--- config.mk ---
export PLATFORM = sky130hd
export DESIGN_NAME = ufr_fuse_row
export DESIGN_NICKNAME = d
export VERILOG_FILES = /design/src/inc/ufr_pkg.sv /design/src/rtl/ufr_fuse_row.sv
export SDC_FILE = /design/constraint.sdc
export NUM_CORES = 1
export LEC_CHECK = 0
export BUFFER_PORTS_ARGS = -buffer_cell sky130_fd_sc_hd__buf_2
export CAP_MARGIN = 10
export CORE_AREA = 5 5 188 190
export DETAILED_ROUTE_END_ITERATION = 16
export DIE_AREA = 0 0 193 195
export MAX_ROUTING_LAYER = met4
export SKIP_CTS_REPAIR_TIMING = 1
export SYNTH_ARGS = -nofsm -noshare
export SYNTH_HDL_FRONTEND = slang
export SYNTH_SLANG_ARGS = --single-unit
--- constraint.sdc ---
create_clock -name ref_clk -period 4.9 [get_ports ref_clk]
set_clock_uncertainty 0.1 [all_clocks]
set_input_delay 0.245 -clock ref_clk [delete_from_list [all_inputs] [get_ports ref_clk]]
set_output_delay 0.245 -clock ref_clk [all_outputs]
set_load 0.1 [all_outputs]
--- src/inc/ufr_pkg.sv ---
// Constants and types of the user fuse row and its decoded configuration.
// Assumes one clock domain shared with the programming command engine.
//
// Operation
// - Writing 00h to a fuse clears it to its programmed state.
// - A plain write of FFh leaves the fuse as it was.
// - Nineteen fuses, each at its own address in the row.
// - Every fuse reads FFh when unprogrammed.
// - Fuses 0 and 1 pick crystal, reserved, external clock or RC.
// - Fuses 2 and 3 pick the wake-up timeout per clock source.
// - Fuse 4 makes the reset pin reset (FFh) or general I/O (00h).
// - Fuse 5 enables (FFh) or disables (00h) the brown-out detector.
// - Fuse 6 disables (FFh) or enables (00h) the on-chip debugger.
// - Fuse 7 permits programming (FFh); 00h permits it at power-on only.
// - Fuses 8 to 15 form the eight-bit RC oscillator trim.
// - Fuse 16 blocks (FFh) or allows (00h) user signature programming.
// - Fuse 17 starts ports tristated (FFh) or quasi-bidirectional (00h).
// - Fuse 18 picks normal (FFh) or fast (00h) debug interface.
// - Clock source changes apply only at the next power-on reset.
// - Reset-pin and programming-enable changes apply at session end.
// - Opcodes F1h, E1h, 61h; address increments after each data byte.

`default_nettype none

package ufr_pkg;

    localparam int          FUSE_COUNT     = 19;
    localparam logic [7:0]  FUSE_ERASED    = 8'hFF;
    localparam logic [7:0]  FUSE_PROGRAMMED = 8'h00;

    localparam logic [4:0]  ADDR_CS0       = 5'h00;
    localparam logic [4:0]  ADDR_CS1       = 5'h01;
    localparam logic [4:0]  ADDR_STARTUP0   = 5'h02;
    localparam logic [4:0]  ADDR_STARTUP1   = 5'h03;
    localparam logic [4:0]  ADDR_RST_PIN    = 5'h04;
    localparam logic [4:0]  ADDR_BROWNOUT   = 5'h05;
    localparam logic [4:0]  ADDR_DEBUG      = 5'h06;
    localparam logic [4:0]  ADDR_PROG_EN    = 5'h07;
    localparam logic [4:0]  ADDR_TRIM_BASE  = 5'h08;
    localparam logic [4:0]  ADDR_SIG        = 5'h10;
    localparam logic [4:0]  ADDR_TRISTATE   = 5'h11;
    localparam logic [4:0]  ADDR_DEBUG_FAST = 5'h12;

    localparam logic [7:0]  OP_FUSE_WRITE    = 8'hE1;
    localparam logic [7:0]  OP_FUSE_WRITE_AE = 8'hF1;
    localparam logic [7:0]  OP_FUSE_READ     = 8'h61;

    // Wake-up timeouts in microseconds, indexed by the two start-up fuses.
    localparam logic [13:0] DELAY_CRYSTAL_US_0 = 14'h03E8;
    localparam logic [13:0] DELAY_CRYSTAL_US_1 = 14'h07D0;
    localparam logic [13:0] DELAY_CRYSTAL_US_2 = 14'h0FA0;
    localparam logic [13:0] DELAY_CRYSTAL_US_3 = 14'h3E80;
    localparam logic [13:0] DELAY_OTHER_US_0   = 14'h0010;
    localparam logic [13:0] DELAY_OTHER_US_1   = 14'h0200;
    localparam logic [13:0] DELAY_OTHER_US_2   = 14'h03E8;
    localparam logic [13:0] DELAY_OTHER_US_3   = 14'h0FA0;

    typedef enum logic [1:0] {
        UFR_CLK_CRYSTAL_OSCILLATOR     = 2'b00,
        UFR_CLK_RESERVED               = 2'b01,
        UFR_CLK_EXTERNAL_CLOCK_INPUT   = 2'b10,
        UFR_CLK_INTERNAL_RC_OSCILLATOR = 2'b11
    } ufr_clk_src_t;

    typedef struct packed {
        logic       valid;
        logic       first;
        logic [7:0] opcode;
        logic [7:0] addr;
        logic [7:0] data;
    } ufr_cmd_t;

    typedef struct packed {
        ufr_clk_src_t clk_src;
        logic [1:0]   startup_delay_select;
        logic [13:0]  startup_delay_us;
        logic         reset_pin_is_reset;
        logic         brownout_detector_en;
        logic         on_chip_debugger_en;
        logic         in_system_programming_en;
        logic [7:0]   rc_trim;
        logic         user_sig_write_en;
        logic         ports_start_tristate;
        logic         debug_if_fast;
    } ufr_cfg_t;

    localparam ufr_cfg_t CFG_RESET = '{
        clk_src:                  UFR_CLK_INTERNAL_RC_OSCILLATOR,
        startup_delay_select:     2'h3,
        startup_delay_us:         DELAY_OTHER_US_3,
        reset_pin_is_reset:       1'b1,
        brownout_detector_en:     1'b1,
        on_chip_debugger_en:      1'b0,
        in_system_programming_en: 1'b1,
        rc_trim:                  8'hFF,
        user_sig_write_en:        1'b0,
        ports_start_tristate:     1'b1,
        debug_if_fast:            1'b0
    };

endpackage

`default_nettype wire

--- src/rtl/ufr_fuse_row.sv ---
// User fuse row: storage of nineteen fuse bytes, the fuse commands of the
// programming path, and the registered configuration decoded from them.
// Assumes command, power-on and session-end inputs come from logic on
// ref_clk; rst_n stands for a blank (never programmed) fuse row.

`timescale 1ns/1ps
`default_nettype none

module ufr_fuse_row
    import ufr_pkg::*;
(
    input  wire logic     ref_clk,
    input  wire logic     rst_n,
    input  wire ufr_cmd_t cmd,
    input  wire logic     write_inhibit,
    input  wire logic     por_load,
    input  wire logic     por_active,
    input  wire logic     session_end,
    output logic [7:0]    rd_data_r,
    output logic          rd_valid_r,
    output logic          cmd_error_r,
    output ufr_cfg_t      cfg_r,
    output logic          cfg_pending,
    output logic          prog_permit
);

    //--------------------------------------------------------------------
    // Command decode
    //--------------------------------------------------------------------

    logic [7:0] fuse_r [FUSE_COUNT];
    logic [4:0] ptr_r;
    logic [4:0] ptr_nxt;
    logic [4:0] eff_addr;
    logic       addr_ok;
    logic       is_wr;
    logic       is_wr_ae;
    logic       is_rd;
    logic       do_write;
    logic       row_erase;

    // One flag per fuse: high while the stored byte is still all ones.
    logic [FUSE_COUNT-1:0] fuse_set;

    assign eff_addr = cmd.first ? cmd.addr[4:0] : ptr_r;
    assign addr_ok  = (!cmd.first || cmd.addr[7:5] == 3'h0)
                      && (eff_addr < 5'(FUSE_COUNT));
    assign is_wr    = cmd.valid && cmd.opcode == OP_FUSE_WRITE;
    assign is_wr_ae = cmd.valid && cmd.opcode == OP_FUSE_WRITE_AE;
    assign is_rd    = cmd.valid && cmd.opcode == OP_FUSE_READ;
    assign do_write = (is_wr || is_wr_ae) && addr_ok && !write_inhibit;
    // Only the first byte of an auto-erase write wipes the row, so the
    // following bytes of the same command land on freshly erased fuses.
    assign row_erase = is_wr_ae && cmd.first && !write_inhibit;
    assign ptr_nxt  = eff_addr + 5'h01;

    always_ff @(posedge ref_clk or negedge rst_n)
    begin
        if (!rst_n)
            ptr_r <= 5'h00;
        else if (cmd.valid)
            ptr_r <= ptr_nxt;
    end

    //--------------------------------------------------------------------
    // Fuse storage
    //--------------------------------------------------------------------

    genvar gi;
    generate
        for (gi = 0; gi < FUSE_COUNT; gi++)
        begin : g_fuse
            logic hit;
            assign hit = do_write && eff_addr == 5'(gi);
            always_ff @(posedge ref_clk or negedge rst_n)
            begin
                if (!rst_n)
                    fuse_r[gi] <= FUSE_ERASED;
                else if (hit && row_erase)
                    fuse_r[gi] <= cmd.data;
                else if (hit)
                    fuse_r[gi] <= fuse_r[gi] & cmd.data;
                else if (row_erase)
                    fuse_r[gi] <= FUSE_ERASED;
            end
            // A byte left partly cleared counts as programmed, which turns the
            // debugger and signature write on but brown-out and programming off.
            assign fuse_set[gi] = (fuse_r[gi] == FUSE_ERASED);
        end
    endgenerate

    //--------------------------------------------------------------------
    // Read path and errors
    //--------------------------------------------------------------------

    always_ff @(posedge ref_clk or negedge rst_n)
    begin
        if (!rst_n)
            rd_valid_r <= 1'b0;
        else
            rd_valid_r <= is_rd;
    end

    always_ff @(posedge ref_clk or negedge rst_n)
    begin
        if (!rst_n)
            rd_data_r <= FUSE_ERASED;
        else if (is_rd)
            rd_data_r <= addr_ok ? fuse_r[eff_addr] : FUSE_ERASED;
    end

    // Unknown opcode or address beyond the row is flagged for one cycle.
    always_ff @(posedge ref_clk or negedge rst_n)
    begin
        if (!rst_n)
            cmd_error_r <= 1'b0;
        else
            cmd_error_r <= cmd.valid && (!(is_wr || is_wr_ae || is_rd)
                                         || !addr_ok);
    end

    //--------------------------------------------------------------------
    // Configuration decode
    //--------------------------------------------------------------------

    ufr_clk_src_t fuse_src;
    ufr_clk_src_t load_src;
    logic [1:0]   delay_sel;
    logic [13:0]  delay_us;
    logic         pin_is_reset;
    logic         brownout_on;
    logic         debugger_on;
    logic         prog_on;
    logic [7:0]   trim;
    logic         sig_write_on;
    logic         ports_tristate;
    logic         debug_fast;
    ufr_cfg_t     dec;

    assign fuse_src = ufr_clk_src_t'({fuse_set[ADDR_CS1],
                                      fuse_set[ADDR_CS0]});

    assign load_src = por_load ? fuse_src : cfg_r.clk_src;

    //--------------------------------------------------------------------
    // Start-up delay
    //--------------------------------------------------------------------

    // The timeout follows the clock source that the load leaves active, so
    // a session end keeps the table of the source still in use.
    assign delay_sel = {fuse_set[ADDR_STARTUP1], fuse_set[ADDR_STARTUP0]};

    always_comb
    begin
        if (load_src == UFR_CLK_CRYSTAL_OSCILLATOR)
        begin
            case (delay_sel)
                2'h0:    delay_us = DELAY_CRYSTAL_US_0;
                2'h1:    delay_us = DELAY_CRYSTAL_US_1;
                2'h2:    delay_us = DELAY_CRYSTAL_US_2;
                default: delay_us = DELAY_CRYSTAL_US_3;
            endcase
        end
        else
        begin
            case (delay_sel)
                2'h0:    delay_us = DELAY_OTHER_US_0;
                2'h1:    delay_us = DELAY_OTHER_US_1;
                2'h2:    delay_us = DELAY_OTHER_US_2;
                default: delay_us = DELAY_OTHER_US_3;
            endcase
        end
    end

    //--------------------------------------------------------------------
    // Pin, debug and port functions
    //--------------------------------------------------------------------

    assign pin_is_reset   = fuse_set[ADDR_RST_PIN];
    assign brownout_on    = fuse_set[ADDR_BROWNOUT];
    assign debugger_on    = !fuse_set[ADDR_DEBUG];
    assign prog_on        = fuse_set[ADDR_PROG_EN];
    assign trim           = fuse_set[ADDR_TRIM_BASE +: 8];
    assign sig_write_on   = !fuse_set[ADDR_SIG];
    assign ports_tristate = fuse_set[ADDR_TRISTATE];
    assign debug_fast     = !fuse_set[ADDR_DEBUG_FAST];

    // Gathers the decoded fields in the layout of the active register.
    always_comb
    begin
        dec.clk_src                  = load_src;
        dec.startup_delay_select     = delay_sel;
        dec.startup_delay_us         = delay_us;
        dec.reset_pin_is_reset       = pin_is_reset;
        dec.brownout_detector_en     = brownout_on;
        dec.on_chip_debugger_en      = debugger_on;
        dec.in_system_programming_en = prog_on;
        dec.rc_trim                  = trim;
        dec.user_sig_write_en        = sig_write_on;
        dec.ports_start_tristate     = ports_tristate;
        dec.debug_if_fast            = debug_fast;
    end

    //--------------------------------------------------------------------
    // Active configuration
    //--------------------------------------------------------------------

    always_ff @(posedge ref_clk or negedge rst_n)
    begin
        if (!rst_n)
            cfg_r <= CFG_RESET;
        else if (por_load || session_end)
            cfg_r <= dec;
    end

    assign cfg_pending = (fuse_src != cfg_r.clk_src) || (dec != cfg_r);

    assign prog_permit = cfg_r.in_system_programming_en || por_active;

endmodule

`default_nettype wire

* Word level (Yosys, flattened, before mapping) *
Index checks and enable logic that the tools add are counted.

storage, ports and cells
  register bits after elaboration = 200
  bits in latches = 0
  bits in writable memories = 0
  memory bits (read-only) = 0
  input port bits = 32
  output and inout bits = 45
  logic and storage cells = 233
  memories = 0

cells by class
  $add $sub $neg = 1
  $mul = 0
  div/mod/pow operators = 0
  magnitude comparators = 2
  equal/unequal tests = 44
  shift-type cells = 0
  multiplexer cells = 48
  bitwise logic cells = 20
  reduce and logical (&&, ||, !) cells = 84

operators with widths
  kind                                                       count
  two-way mux 8 bit                                          42
  == test 8 bit (second input constant)                      21
  AND 8 bit                                                  19
  nonzero test 3 bit                                         19
  logical AND 1 bit                                          47
  one-hot mux 14 bit (3 select lines)                        1
  binary-select mux 8 bit (select 5 bit)                     1
  == test 5 x 4 -> 1 bit (second input constant)             8
  one-hot mux 12 bit (3 select lines)                        1
  inequality test 33 bit                                     1
  == test 5 x 3 -> 1 bit (second input constant)             4
  == test 5 bit (second input constant)                      3
  two-way mux 14 bit                                         1
  == test 5 x 2 -> 1 bit (second input constant)             2
  == test 8 x 7 -> 1 bit (second input constant)             1
  logical NOT 1 bit                                          7
  logical OR 1 bit                                           7
  greater-or-equal comparator 6 bit (second input constant)  1
  NOT 5 -> 6 bit                                             1
  adder 5 x 1 -> 5 bit (second input constant)               1
  == test 5 x 1 -> 1 bit (second input constant)             1
  logical NOT 5 bit                                          1
  less-than comparator 5 bit (second input constant)         1
  two-way mux 5 bit                                          1
  6 further kinds                                            7

* Logic depth before layout (Yosys ltp) *
Gate-level depths: netlist of the first run.

  word-level depth = 8
  mapped depth = 10
  gate-level depth less buffers = 8

* Worst setup path before layout of the first run *
No wires, ideal clock.

  path type = reg-to-output
  start = register fuse_r[127] (netlist name)
  end = output cfg_pending
  data arrival time = 3.378 ns
  required time = 4.555 ns
  setup slack = 1.177 ns
  cell stages (with the launch flop) = 8
  buffers on the path = 1
  cell sequence = dfstp_2 -> nand4_1 -> or2_2 -> clkbuf_1 -> o211ai_1 -> o31ai_1 -> a311o_1 -> o211ai_1

on the way
  word-level cells in the longest chain between the ends = 6
  elaborated cells between the ends (all ways) = 9
  those cells by class = eq/ne (4); mux (3); reduce/logical (2)

RTL lines
  item                                                                                        RTL line                                  text
  from (decl)                                                                                 ufr_fuse_row.sv:31                        logic [7:0] fuse_r [FUSE_COUNT];
  from (signal, indexed assignment)                                                           ufr_fuse_row.sv:80                        fuse_r[gi] <= cmd.data;
  from (signal, indexed assignment)                                                           ufr_fuse_row.sv:82                        fuse_r[gi] <= fuse_r[gi] & cmd.data;
  == test 8 bit (*)                                                                           ufr_fuse_row.sv:88                        assign fuse_set[gi] = (fuse_r[gi] == FUSE_ERASED);
  == test 2 bit (tied with other cells)                                                       ufr_fuse_row.sv:157, ufr_fuse_row.sv:166
  one-hot mux 12 bit (3 select lines) or one-hot mux 14 bit (3 select lines) (tied branches)  ufr_fuse_row.sv:166, ufr_fuse_row.sv:157
  two-way mux 14 bit                                                                          ufr_fuse_row.sv:155                       if (load_src == UFR_CLK_CRYSTAL_OSCILLATOR)
  inequality test 33 bit (*)                                                                  ufr_fuse_row.sv:216                       assign cfg_pending = (fuse_src != cfg_r.clk_src) || (dec != cfg_r);
  logical OR 1 bit (*)                                                                        ufr_fuse_row.sv:216
  to (decl)                                                                                   ufr_fuse_row.sv:23                        output logic cfg_pending,

Mark *: on every way between the ends. The rest lies on a longest branch, timed or not.

* Worst setup path after layout of the first run *
  start = register fuse_r[128] (netlist name)
  end = output cfg_pending

Same word-level chain as after synthesis.

==> results.sh, run 1 <==
export IMPL_power_switching_fraction_pct=32.9
export IMPL_antenna_violations_before_repair=0
export IMPL_slew_viol_final=0
export IMPL_number_of_port_buffers=73
export IMPL_cts_root_buffer="sky130_fd_sc_hd__clkbuf_16"
export IMPL_yosysWarnings=0
export IMPL_vert_die_dim_um=195
export IMPL_post_route_worst_hold_slack_ns=0.0267
export IMPL_grt_overflow_total=0
export IMPL_setup_tns_ns=0
export IMPL_routed_wire_length_per_instance_um=21.3
export IMPL_initialDrtViolationCount=619
export IMPL_gp_congestion=0.868
export IMPL_ioPinCount=77
export IMPL_post_synth_instance_area_um2=9870
export IMPL_syn_instance_count=861
export IMPL_cp_arrival_ns=3.52
export IMPL_crit_path_start="fuse_r[128]$_DFFE_PN1P_"
export IMPL_hold_class="in -> reg"
export IMPL_number_of_clock_sinks=196
export IMPL_period_needed_ns=3.87
export IMPL_dp_hpwl_um=19100
export IMPL_share_of_cells_above_drive_strength_1_pct=37.7
export IMPL_run_status="finished clean"
export IMPL_synth_seq_area_share_pct=52.0
export IMPL_power_density_nw_per_um2=361
export IMPL_slowest_stage="sky130_fd_sc_hd__nor2_1"
export IMPL_r2r_start="ptr_r[1]$_DFFE_PN0P_"
export IMPL_worst_path_most_repeated_cell="sky130_fd_sc_hd__nand4_1"
export IMPL_critPathMaxStageDelay_ns=0.69
export IMPL_p_clk_share_pct=37.2
export IMPL_timing_critical_path_required_ns=4.55
export IMPL_hp_start="cmd[25]"
export IMPL_timing_critical_path_cells="nand4_1, nor2_1, xnor2_1, nand4_1, or4_1, a311oi_1, o211ai_1, buf_2"
export IMPL_post_synth_num_cell_types=52
export IMPL_num_antenna_cells=0
export IMPL_layout_core_utilization_pct=33.9
export IMPL_cts_path_max_buffers=2
export IMPL_fillers=3345
export IMPL_grt_max_degree=153
export IMPL_clock_latency_ns=0.45
export IMPL_detailroute_via_count=7404
export IMPL_die_boundary_width_um=193
export IMPL_fin_crit_sh_pct=78.9
export IMPL_critical_path_startpoint_type="flop"
export IMPL_final_antenna_net_count=0
export IMPL_comb_power_share_pct=19.3
export IMPL_crit_path_max_fanout=11
export IMPL_p_seq_share_pct=43.5
export IMPL_totalWireLength_um=28800
export IMPL_p_leak_nw=4.13
export IMPL_yosys_cell_count_top_type="sky130_fd_sc_hd__dfstp_2"
export IMPL_grt_pass1_vias=7456
export IMPL_max_slew_worst_pin_slew_ns=1.09
export IMPL_worst_setup_hold_path_clk_slew_ns=0.08
export IMPL_max_capacitance_violation_count=0
export IMPL_rsz0062_at_grt="false"
export IMPL_worstSetupPathType="reg -> out"
export IMPL_power_switching_mw=1.34
export IMPL_floorplan_core_area_um2=33300
export IMPL_count_of_endpoints_failing_setup_in_the_final_report=0
export IMPL_final_cell_count_no_fill=1355
export IMPL_post_route_cell_area_um2=11300
export IMPL_grt_first_pass_wirelength_um=45100
export IMPL_drt_first_pass_iters=7
export IMPL_detailed_place_area_um2=10600
export IMPL_syn_avg_cell_area_um2=11.5
export IMPL_critical_path_endpoint_type="output port"
export IMPL_area_growth_pct=14.3
export IMPL_synthTopCellsByArea="sky130_fd_sc_hd__dfstp_2, sky130_fd_sc_hd__o22a_1, sky130_fd_sc_hd__mux2i_1"
export IMPL_row_count=67
export IMPL_via_per_inst=5.46
export IMPL_max_slew_margin_pct=27.5
export IMPL_post_synth_top_area_share_pct=48.5
export IMPL_dp_cells=1322
export IMPL_p_int_mw=2.73
export IMPL_die_area_um2=37600
export IMPL_irDropWorstVdd_v=0.000215
export IMPL_async_flop_share_pct=100
export IMPL_initial_utilization_pct=29.6
export IMPL_drt_drc_violations_left=0
export IMPL_post_synth_edffs=0
export IMPL_fmaxAchievable_mhz=259
export IMPL_htree_num_levels=4
export IMPL_synth_ff_type="sky130_fd_sc_hd__dfstp_2"
export IMPL_post_synth_top_area_cell="sky130_fd_sc_hd__dfstp_2"
export IMPL_ys_seq_elements=196
export IMPL_final_hold_viol_count=0
export IMPL_groute_usage_overall_pct=15.8
export IMPL_cts_buffers_inserted=17
export IMPL_cts_tree="done"
export IMPL_post_synth_most_frequent_cells="sky130_fd_sc_hd__dfstp_2, sky130_fd_sc_hd__o22a_1, sky130_fd_sc_hd__clkbuf_1, sky130_fd_sc_hd__mux2i_1, sky130_fd_sc_hd__nand2_1"
export IMPL_finish_net_count=931
worst max-delay path, delay by kind of cell, from the launching register on:
family,cells,cell delay (ns)
xor+xnor,1,0.20
buf+inv,1,0.32
flops,1,0.56
simple gates,4,1.47
compound gates,2,0.52
registers in the layout (all words and copies together) (netlist names):
signal,count
cfg_r,29
rd_data_r,8
rd_valid_r,1
ptr_r,5
fuse_r,152
cmd_error_r,1
cell families after synthesis:
logic type	Yosys count	share of synthesized area [%]
other cells	1	0.0380
compound gates	286	22.2
simple gates	213	12.4
xor+xnor	17	1.51
mux	65	7.89
flops	196	52.0
buf+inv	77	3.26
fa+ha+maj	6	0.736
power by group through the flow:
stage          logic (mW)  registers (mW)  clock network, mW
3_3_place_gp        0.775            1.79                  0
2_1_floorplan       0.475            1.86                  0
6_report            0.785            1.77               1.51
4_1_cts             0.784            1.77               1.54
3_5_place_dp        0.783            1.79                  0
5_1_grt             0.834            1.78               1.62
metal layers:
| layer | up-vias | global-route usage (%) | wire, um |
|---|---|---|---|
| met3 | 24 | 2.79 | 1150 |
| met2 | 148 | 25.8 | 14300 |
| met5 | - | - | 0 |
| met1 | 3847 | 20.7 | 13000 |
| met4 | 0 | 3.62 | 391 |
| li1 | 3385 | - | - |
metrics by stage:
stage | setup slack (ns) | total power, mW
3_5_place_dp | 1.55 | 2.58
2_1_floorplan | 1.18 | 2.34
6_report | 1.03 | 4.07
5_1_grt | 0.806 | 4.23
4_1_cts | 1.03 | 4.10
3_3_place_gp | 1.55 | 2.57
layout by cell type, fill, tap and decap left out, types with 8 or more instances in the layout:
cell                        synthesis  final
sky130_fd_sc_hd__nand2_1           44     44
sky130_fd_sc_hd__and2_1            32     32
sky130_fd_sc_hd__or3_1             10     10
sky130_fd_sc_hd__clkbuf_16          0     17
sky130_fd_sc_hd__nand3_1           16     16
sky130_fd_sc_hd__dfstp_2          182    182
sky130_fd_sc_hd__nor2_1            32     31
sky130_fd_sc_hd__xnor2_1           14     14
sky130_fd_sc_hd__a211oi_1          32     32
sky130_fd_sc_hd__o31ai_1           10     10
sky130_fd_sc_hd__nand3_2            8      8
sky130_fd_sc_hd__a221oi_1           8      8
sky130_fd_sc_hd__o22a_1           152    152
sky130_fd_sc_hd__mux2i_1           44     42
sky130_fd_sc_hd__buf_2             11     72
sky130_fd_sc_hd__a21oi_1           39     39
sky130_fd_sc_hd__o21ai_0           28     28
sky130_fd_sc_hd__mux4_2             8      8
sky130_fd_sc_hd__mux2_2            12     12
sky130_fd_sc_hd__buf_4              5      9
sky130_fd_sc_hd__dfrtp_1           14     14
sky130_fd_sc_hd__nand4_1           43     43
final timing paths:
check	end	slack [ns]	depth (start not counted)
max	cfg_pending	1.03	8
min	ptr_r[4]$_DFFE_PN0P_	0.03	2
max reg2reg	rd_data_r[2]$_DFFE_PN1P_	1.94	8
min reg2reg	cfg_r[8]$_DFFE_PN1P_	0.37	2
max in group asynchronous	cfg_r[5]$_DFFE_PN1P_	3.12	3
min in group asynchronous	rd_valid_r$_DFF_PN0_	0.42	2
cell type report:
class                      instances  area (um^2)  area share, %
clock inverter                    15          220           1.95
inverter                           5         18.8          0.166
sequential                       196         5130           45.5
clock buffer                      17          425           3.77
multi-input combinational        590         4440           39.4
timing repair buffer              84          472           4.18
tap                              448          561           4.97
No activity file was read; power rests on OpenSTA's default activity.
==> run 2: changes to the inputs <==
==> constraint.sdc (replaced) <==
create_clock -name ref_clk -period 3.6 [get_ports ref_clk]
set_clock_uncertainty 0.1 [all_clocks]
set_input_delay 0.18 -clock ref_clk [delete_from_list [all_inputs] [get_ports ref_clk]]
set_output_delay 0.18 -clock ref_clk [all_outputs]
set_load 0.1 [all_outputs]
==> results.sh, run 2 (same netlist as run 1, synthesis figures left out) <==
export IMPL_htree_num_levels=4
export IMPL_fmaxAchievable_mhz=289
export IMPL_grt_max_degree=153
export IMPL_number_of_port_buffers=73
export IMPL_max_slew_worst_pin_slew_ns=0.782
export IMPL_cts_path_max_buffers=2
export IMPL_grt_overflow_total=0
export IMPL_gp_congestion=0.837
export IMPL_critical_path_startpoint_type="flop"
export IMPL_grt_first_pass_wirelength_um=44600
export IMPL_initial_utilization_pct=29.6
export IMPL_detailroute_via_count=7495
export IMPL_largestRegisters="fuse_r (152), cfg_r (29), rd_data_r (8)"
export IMPL_initialDrtViolationCount=650
export IMPL_largest_register="fuse_r"
export IMPL_routed_wire_length_per_instance_um=20.8
export IMPL_row_count=67
export IMPL_critical_path_endpoint_type="output port"
export IMPL_dp_hpwl_um=19200
export IMPL_placement_setup_worst_slack_ns=0.372
export IMPL_failed_checks="negative hold slack"
export IMPL_groute_usage_overall_pct=15.6
export IMPL_finish_net_count=941
export IMPL_cts_buffers_inserted=17
export IMPL_slew_viol_final=0
export IMPL_ioPinCount=77
export IMPL_fillers=3313
export IMPL_clock_latency_ns=0.44
export IMPL_rsz0062_at_grt="false"
export IMPL_die_boundary_width_um=193
export IMPL_grt_pass1_vias=7411
export IMPL_irDropWorstVdd_v=0.000286
export IMPL_post_route_worst_hold_slack_ns=-0.0154
export IMPL_max_capacitance_violation_count=0
export IMPL_max_ffs_per_register=152
export IMPL_worst_setup_hold_path_clk_slew_ns=0.07
export IMPL_area_growth_pct=15.1
export IMPL_vert_die_dim_um=195
export IMPL_p_leak_nw=4.15
export IMPL_cp_arrival_ns=3.19
export IMPL_final_hold_viol_count=4
export IMPL_count_of_endpoints_failing_setup_in_the_final_report=0
export IMPL_setup_tns_ns=0
export IMPL_regArea_um2=5140
export IMPL_run_status="finished with violations"
export IMPL_timing_critical_path_required_ns=3.32
export IMPL_power_density_nw_per_um2=477
export IMPL_final_antenna_net_count=0
export IMPL_worstSetupPathType="reg -> out"
export IMPL_fin_crit_sh_pct=96.3
export IMPL_via_per_inst=5.48
export IMPL_cts_tree="done"
export IMPL_totalWireLength_um=28500
export IMPL_total_area_of_multi_input_combinational_cells_um2=4460
export IMPL_crit_path_max_fanout=3
export IMPL_cts_root_buffer="sky130_fd_sc_hd__clkbuf_16"
export IMPL_final_cell_mix="sky130_fd_sc_hd__dfstp_2, sky130_fd_sc_hd__o22a_1, sky130_fd_sc_hd__buf_2, sky130_fd_sc_hd__nand2_1, sky130_fd_sc_hd__nand4_1"
export IMPL_worst_slack_ns=0.135
export IMPL_max_slew_margin_pct=47.9
export IMPL_hold_class="in -> reg"
export IMPL_mostFrequentLayoutCell="sky130_fd_sc_hd__dfstp_2"
export IMPL_drt_drc_violations_left=0
export IMPL_share_of_cells_above_drive_strength_1_pct=37.8
export IMPL_period_needed_ns=3.47
export IMPL_antenna_violations_before_repair=2
export IMPL_die_area_um2=37600
export IMPL_number_of_clock_sinks=196
export IMPL_report_power_total_mw=5.41
export IMPL_floorplan_core_area_um2=33300
export IMPL_drt_first_pass_iters=6
run 2: cell types whose count changed in the layout (fill, tap and decap cells not counted), moves of 3 or more:
cell	change
sky130_fd_sc_hd__buf_12	+3
sky130_fd_sc_hd__o21ai_0	-3
sky130_fd_sc_hd__clkinv_4	+3
sky130_fd_sc_hd__clkinv_8	-4
sky130_fd_sc_hd__inv_12	-3
sky130_fd_sc_hd__inv_8	-6
sky130_fd_sc_hd__clkbuf_1	+6
sky130_fd_sc_hd__buf_4	+5
sky130_fd_sc_hd__o21ai_1	+3
run 2: final timing paths:
kind	startpoint	to	slack [ns]	cells past startpoint
setup / recovery	fuse_r[3]$_DFFE_PN1P_	cfg_pending	0.13	8
hold / removal	session_end	cfg_r[29]$_DFFE_PN1P_	-0.02	4
setup reg to reg	ptr_r[1]$_DFFE_PN0P_	fuse_r[86]$_DFFE_PN1P_	0.57	9
hold reg to reg	cfg_r[9]$_DFFE_PN1P_	cfg_r[9]$_DFFE_PN1P_	0.37	2
max in group asynchronous	rst_n	fuse_r[83]$_DFFE_PN1P_	2.23	3
min in group asynchronous	rst_n	ptr_r[0]$_DFFE_PN0P_	0.22	2
run 2: routing by layer:
layer | up-vias | share of wire, % | track usage [%]
li1 | 3401 | - | -
met5 | - | 0 | -
met3 | 51 | 5.0 | 3.05
met1 | 3848 | 43 | 19.8
met2 | 195 | 49 | 25.2
met4 | 0 | 2.6 | 4.75
run 2: worst max-delay path, stage by stage, from the launching register on:
cell,delay (ns)
sky130_fd_sc_hd__dfstp_2,0.54
sky130_fd_sc_hd__and4_2,0.27
sky130_fd_sc_hd__a21oi_1,0.08
sky130_fd_sc_hd__nand4b_1,0.22
sky130_fd_sc_hd__or4_1,0.51
sky130_fd_sc_hd__or4_1,0.51
sky130_fd_sc_hd__a311oi_2,0.22
sky130_fd_sc_hd__o211ai_1,0.17
sky130_fd_sc_hd__buf_6,0.23
run 2: layout make-up:
| type | instances | area share, % |
|---|---|---|
| inverter | 5 | 0.165 |
| sequential | 196 | 45.3 |
| clock buffer | 25 | 4.19 |
| multi-input combinational | 590 | 39.3 |
| antenna | 2 | 0.0441 |
| tap | 448 | 4.94 |
| clock inverter | 7 | 0.892 |
| timing repair buffer | 94 | 5.24 |
run 2: stage by stage:
step	cell area (um^2)	util (%)	instances
finish	11400	34.1	1367
CTS	11300	33.9	1357
detailed placement	10700	32.1	1325
global placement	10700	32.1	1325
floorplan	9890	-	863
global route	11400	34.1	1367
run 2: power by group:
part           switching (mW)  internal, mW  total, mW
sequential             0.0689          2.34       2.41
clock                   0.822          1.07       1.89
combinational           0.751         0.365       1.12
total                    1.64          3.77       5.41
==> run 3: changes to the inputs <==
--- a/config.mk
+++ b/config.mk
@@ -10,6 +10,7 @@
 export CORE_AREA = 5 5 188 190
 export DETAILED_ROUTE_END_ITERATION = 16
 export DIE_AREA = 0 0 193 195
+export HOLD_SLACK_MARGIN = 0.15
 export MAX_ROUTING_LAYER = met4
 export SKIP_CTS_REPAIR_TIMING = 1
 export SYNTH_ARGS = -nofsm -noshare
==> results.sh, run 3 (same netlist as run 1, synthesis figures left out) <==
export IMPL_crit_path_end="cfg_pending"
export IMPL_critical_path_top_delay_family="simple AND/OR/NAND/NOR gates"
export IMPL_htree_num_levels=4
export IMPL_cp_buffers_inverters=1
export IMPL_power_density_nw_per_um2=476
export IMPL_vert_die_dim_um=195
export IMPL_max_capacitance_violation_count=0
export IMPL_layout_core_utilization_pct=34.2
export IMPL_fmaxAchievable_mhz=289
export IMPL_depth_of_the_worst_register_to_register_path=9
export IMPL_final_cell_mix="sky130_fd_sc_hd__dfstp_2, sky130_fd_sc_hd__o22a_1, sky130_fd_sc_hd__buf_2, sky130_fd_sc_hd__nand2_1, sky130_fd_sc_hd__nand4_1"
export IMPL_ioPinCount=77
export IMPL_floorplan_core_area_um2=33300
export IMPL_routed_wire_length_per_instance_um=20.8
export IMPL_cp_arrival_ns=3.18
export IMPL_finish_net_count=943
export IMPL_r2r_start="ptr_r[1]$_DFFE_PN0P_"
export IMPL_fillers=3309
export IMPL_crit_path_max_fanout=3
export IMPL_routedLengthMet1_um=12300
export IMPL_final_cell_count_no_fill=1369
export IMPL_detailroute_wirelength_met3_um=1380
export IMPL_period_needed_ns=3.46
export IMPL_top_layer="met4"
export IMPL_post_route_worst_hold_slack_ns=0.173
export IMPL_timing_critical_path_depth=8
export IMPL_grt_max_degree=153
export IMPL_die_area_um2=37600
export IMPL_slowest_stage="sky130_fd_sc_hd__dfstp_2"
export IMPL_largest_register="fuse_r"
export IMPL_hold_class="in -> reg"
export IMPL_initial_utilization_pct=29.6
export IMPL_fin_crit_sh_pct=96.2
export IMPL_wl_met2_um=14100
export IMPL_max_ffs_per_register=152
export IMPL_via_per_inst=5.47
export IMPL_worst_setup_hold_path_clk_slew_ns=0.08
export IMPL_groute_usage_overall_pct=15.6
export IMPL_drt_first_pass_iters=5
export IMPL_final_hold_viol_count=0
export IMPL_share_of_cells_above_drive_strength_1_pct=37.8
export IMPL_cts_tree="done"
export IMPL_number_of_clock_sinks=196
export IMPL_totalWireLength_um=28500
export IMPL_slew_viol_final=0
export IMPL_critical_path_startpoint_type="flop"
export IMPL_critical_path_endpoint_type="output port"
export IMPL_timing_critical_path_required_ns=3.32
export IMPL_clock_latency_ns=0.44
export IMPL_grt_pass1_vias=7411
export IMPL_dp_hpwl_um=19200
export IMPL_antenna_violations_before_repair=2
export IMPL_area_growth_pct=15.3
export IMPL_cts_root_buffer="sky130_fd_sc_hd__clkbuf_16"
export IMPL_timing_critical_path_cells="and4_2, a21oi_1, nand4b_1, or4_1, or4_1, a311oi_2, o211ai_1, buf_6"
export IMPL_drt_drc_violations_left=0
export IMPL_rsz0062_at_grt="false"
export IMPL_worstSetupPathType="reg -> out"
export IMPL_max_slew_margin_pct=48.6
export IMPL_timing_reg2reg_setup_slack_ns=0.58
export IMPL_run_status="finished clean"
export IMPL_largestRegisters="fuse_r (152), cfg_r (29), rd_data_r (8)"
export IMPL_irDropWorstVdd_v=0.000286
export IMPL_hold_path_cell_count=2
export IMPL_detailroute_via_count=7493
export IMPL_crit_reg2reg_capture="fuse_r[121]$_DFFE_PN1P_"
export IMPL_critPathMaxStageDelay_ns=0.54
export IMPL_die_boundary_width_um=193
export IMPL_dp_cells=1325
export IMPL_final_antenna_net_count=0
export IMPL_crit_path_start="fuse_r[3]$_DFFE_PN1P_"
export IMPL_grt_overflow_total=0
export IMPL_grt_first_pass_wirelength_um=44600
export IMPL_worst_path_most_repeated_cell="sky130_fd_sc_hd__or4_1"
export IMPL_count_of_endpoints_failing_setup_in_the_final_report=0
export IMPL_p_leak_nw=4.16
export IMPL_initialDrtViolationCount=632
export IMPL_mostFrequentLayoutCell="sky130_fd_sc_hd__dfstp_2"
export IMPL_number_of_port_buffers=73
export IMPL_cts_buffers_inserted=17
export IMPL_max_slew_worst_pin_slew_ns=0.771
export IMPL_gp_congestion=0.837
export IMPL_cts_path_max_buffers=2
export IMPL_row_count=67
## run 3: per-layer routing
metal,up-vias,GRT usage [%]
li1,3404,-
met1,3881,19.8
met2,164,25.2
met3,44,3.05
met4,0,4.75
met5,-,-
## run 3: worst min-delay path by stage
stage	from	slack, ns	endpoint
2_1_floorplan	rst_n	-0.22	cfg_r[0]$_DFFE_PN0P_
3_3_place_gp	rst_n	0.17	ptr_r[0]$_DFFE_PN0P_
3_5_place_dp	rst_n	0.17	ptr_r[0]$_DFFE_PN0P_
4_1_cts	rst_n	-0.29	ptr_r[0]$_DFFE_PN0P_
5_1_grt	cmd[7]	0.16	fuse_r[15]$_DFFE_PN1P_
6_report	cmd[7]	0.17	fuse_r[15]$_DFFE_PN1P_
## run 3: cell type report
| cell class | count | area, um^2 | share of cell area [%] |
|---|---|---|---|
| Sequential cell | 196 | 5140 | 45.2 |
| Multi-Input combinational cell | 590 | 4460 | 39.2 |
| Timing Repair Buffer | 96 | 616 | 5.41 |
| Tap cell | 448 | 561 | 4.93 |
| Clock buffer | 25 | 475 | 4.18 |
| Clock inverter | 7 | 101 | 0.891 |
| Inverter | 5 | 18.8 | 0.165 |
| Antenna cell | 2 | 5.00 | 0.0440 |
## run 3: through the flow
step | TNS [ns] | worst slack, ns | power (mW) | instance area, um^2
global route | 0 | 0.0276 | 5.62 | 11400
detailed placement | 0 | 0.372 | 3.54 | 10700
CTS | -0.112 | -0.112 | 5.45 | 11300
finish | 0 | 0.137 | 5.41 | 11400
floorplan | 0 | 0.0360 | 3.18 | 9890
global placement | 0 | 0.432 | 3.54 | 10700
## run 3: power by group
group | switching (mW) | leakage, nW | internal [mW] | total (mW)
sequential | 0.0695 | 2.04 | 2.34 | 2.41
combinational | 0.754 | 1.85 | 0.367 | 1.12
clock | 0.819 | 0.272 | 1.07 | 1.89
total | 1.64 | 4.16 | 3.77 | 5.41
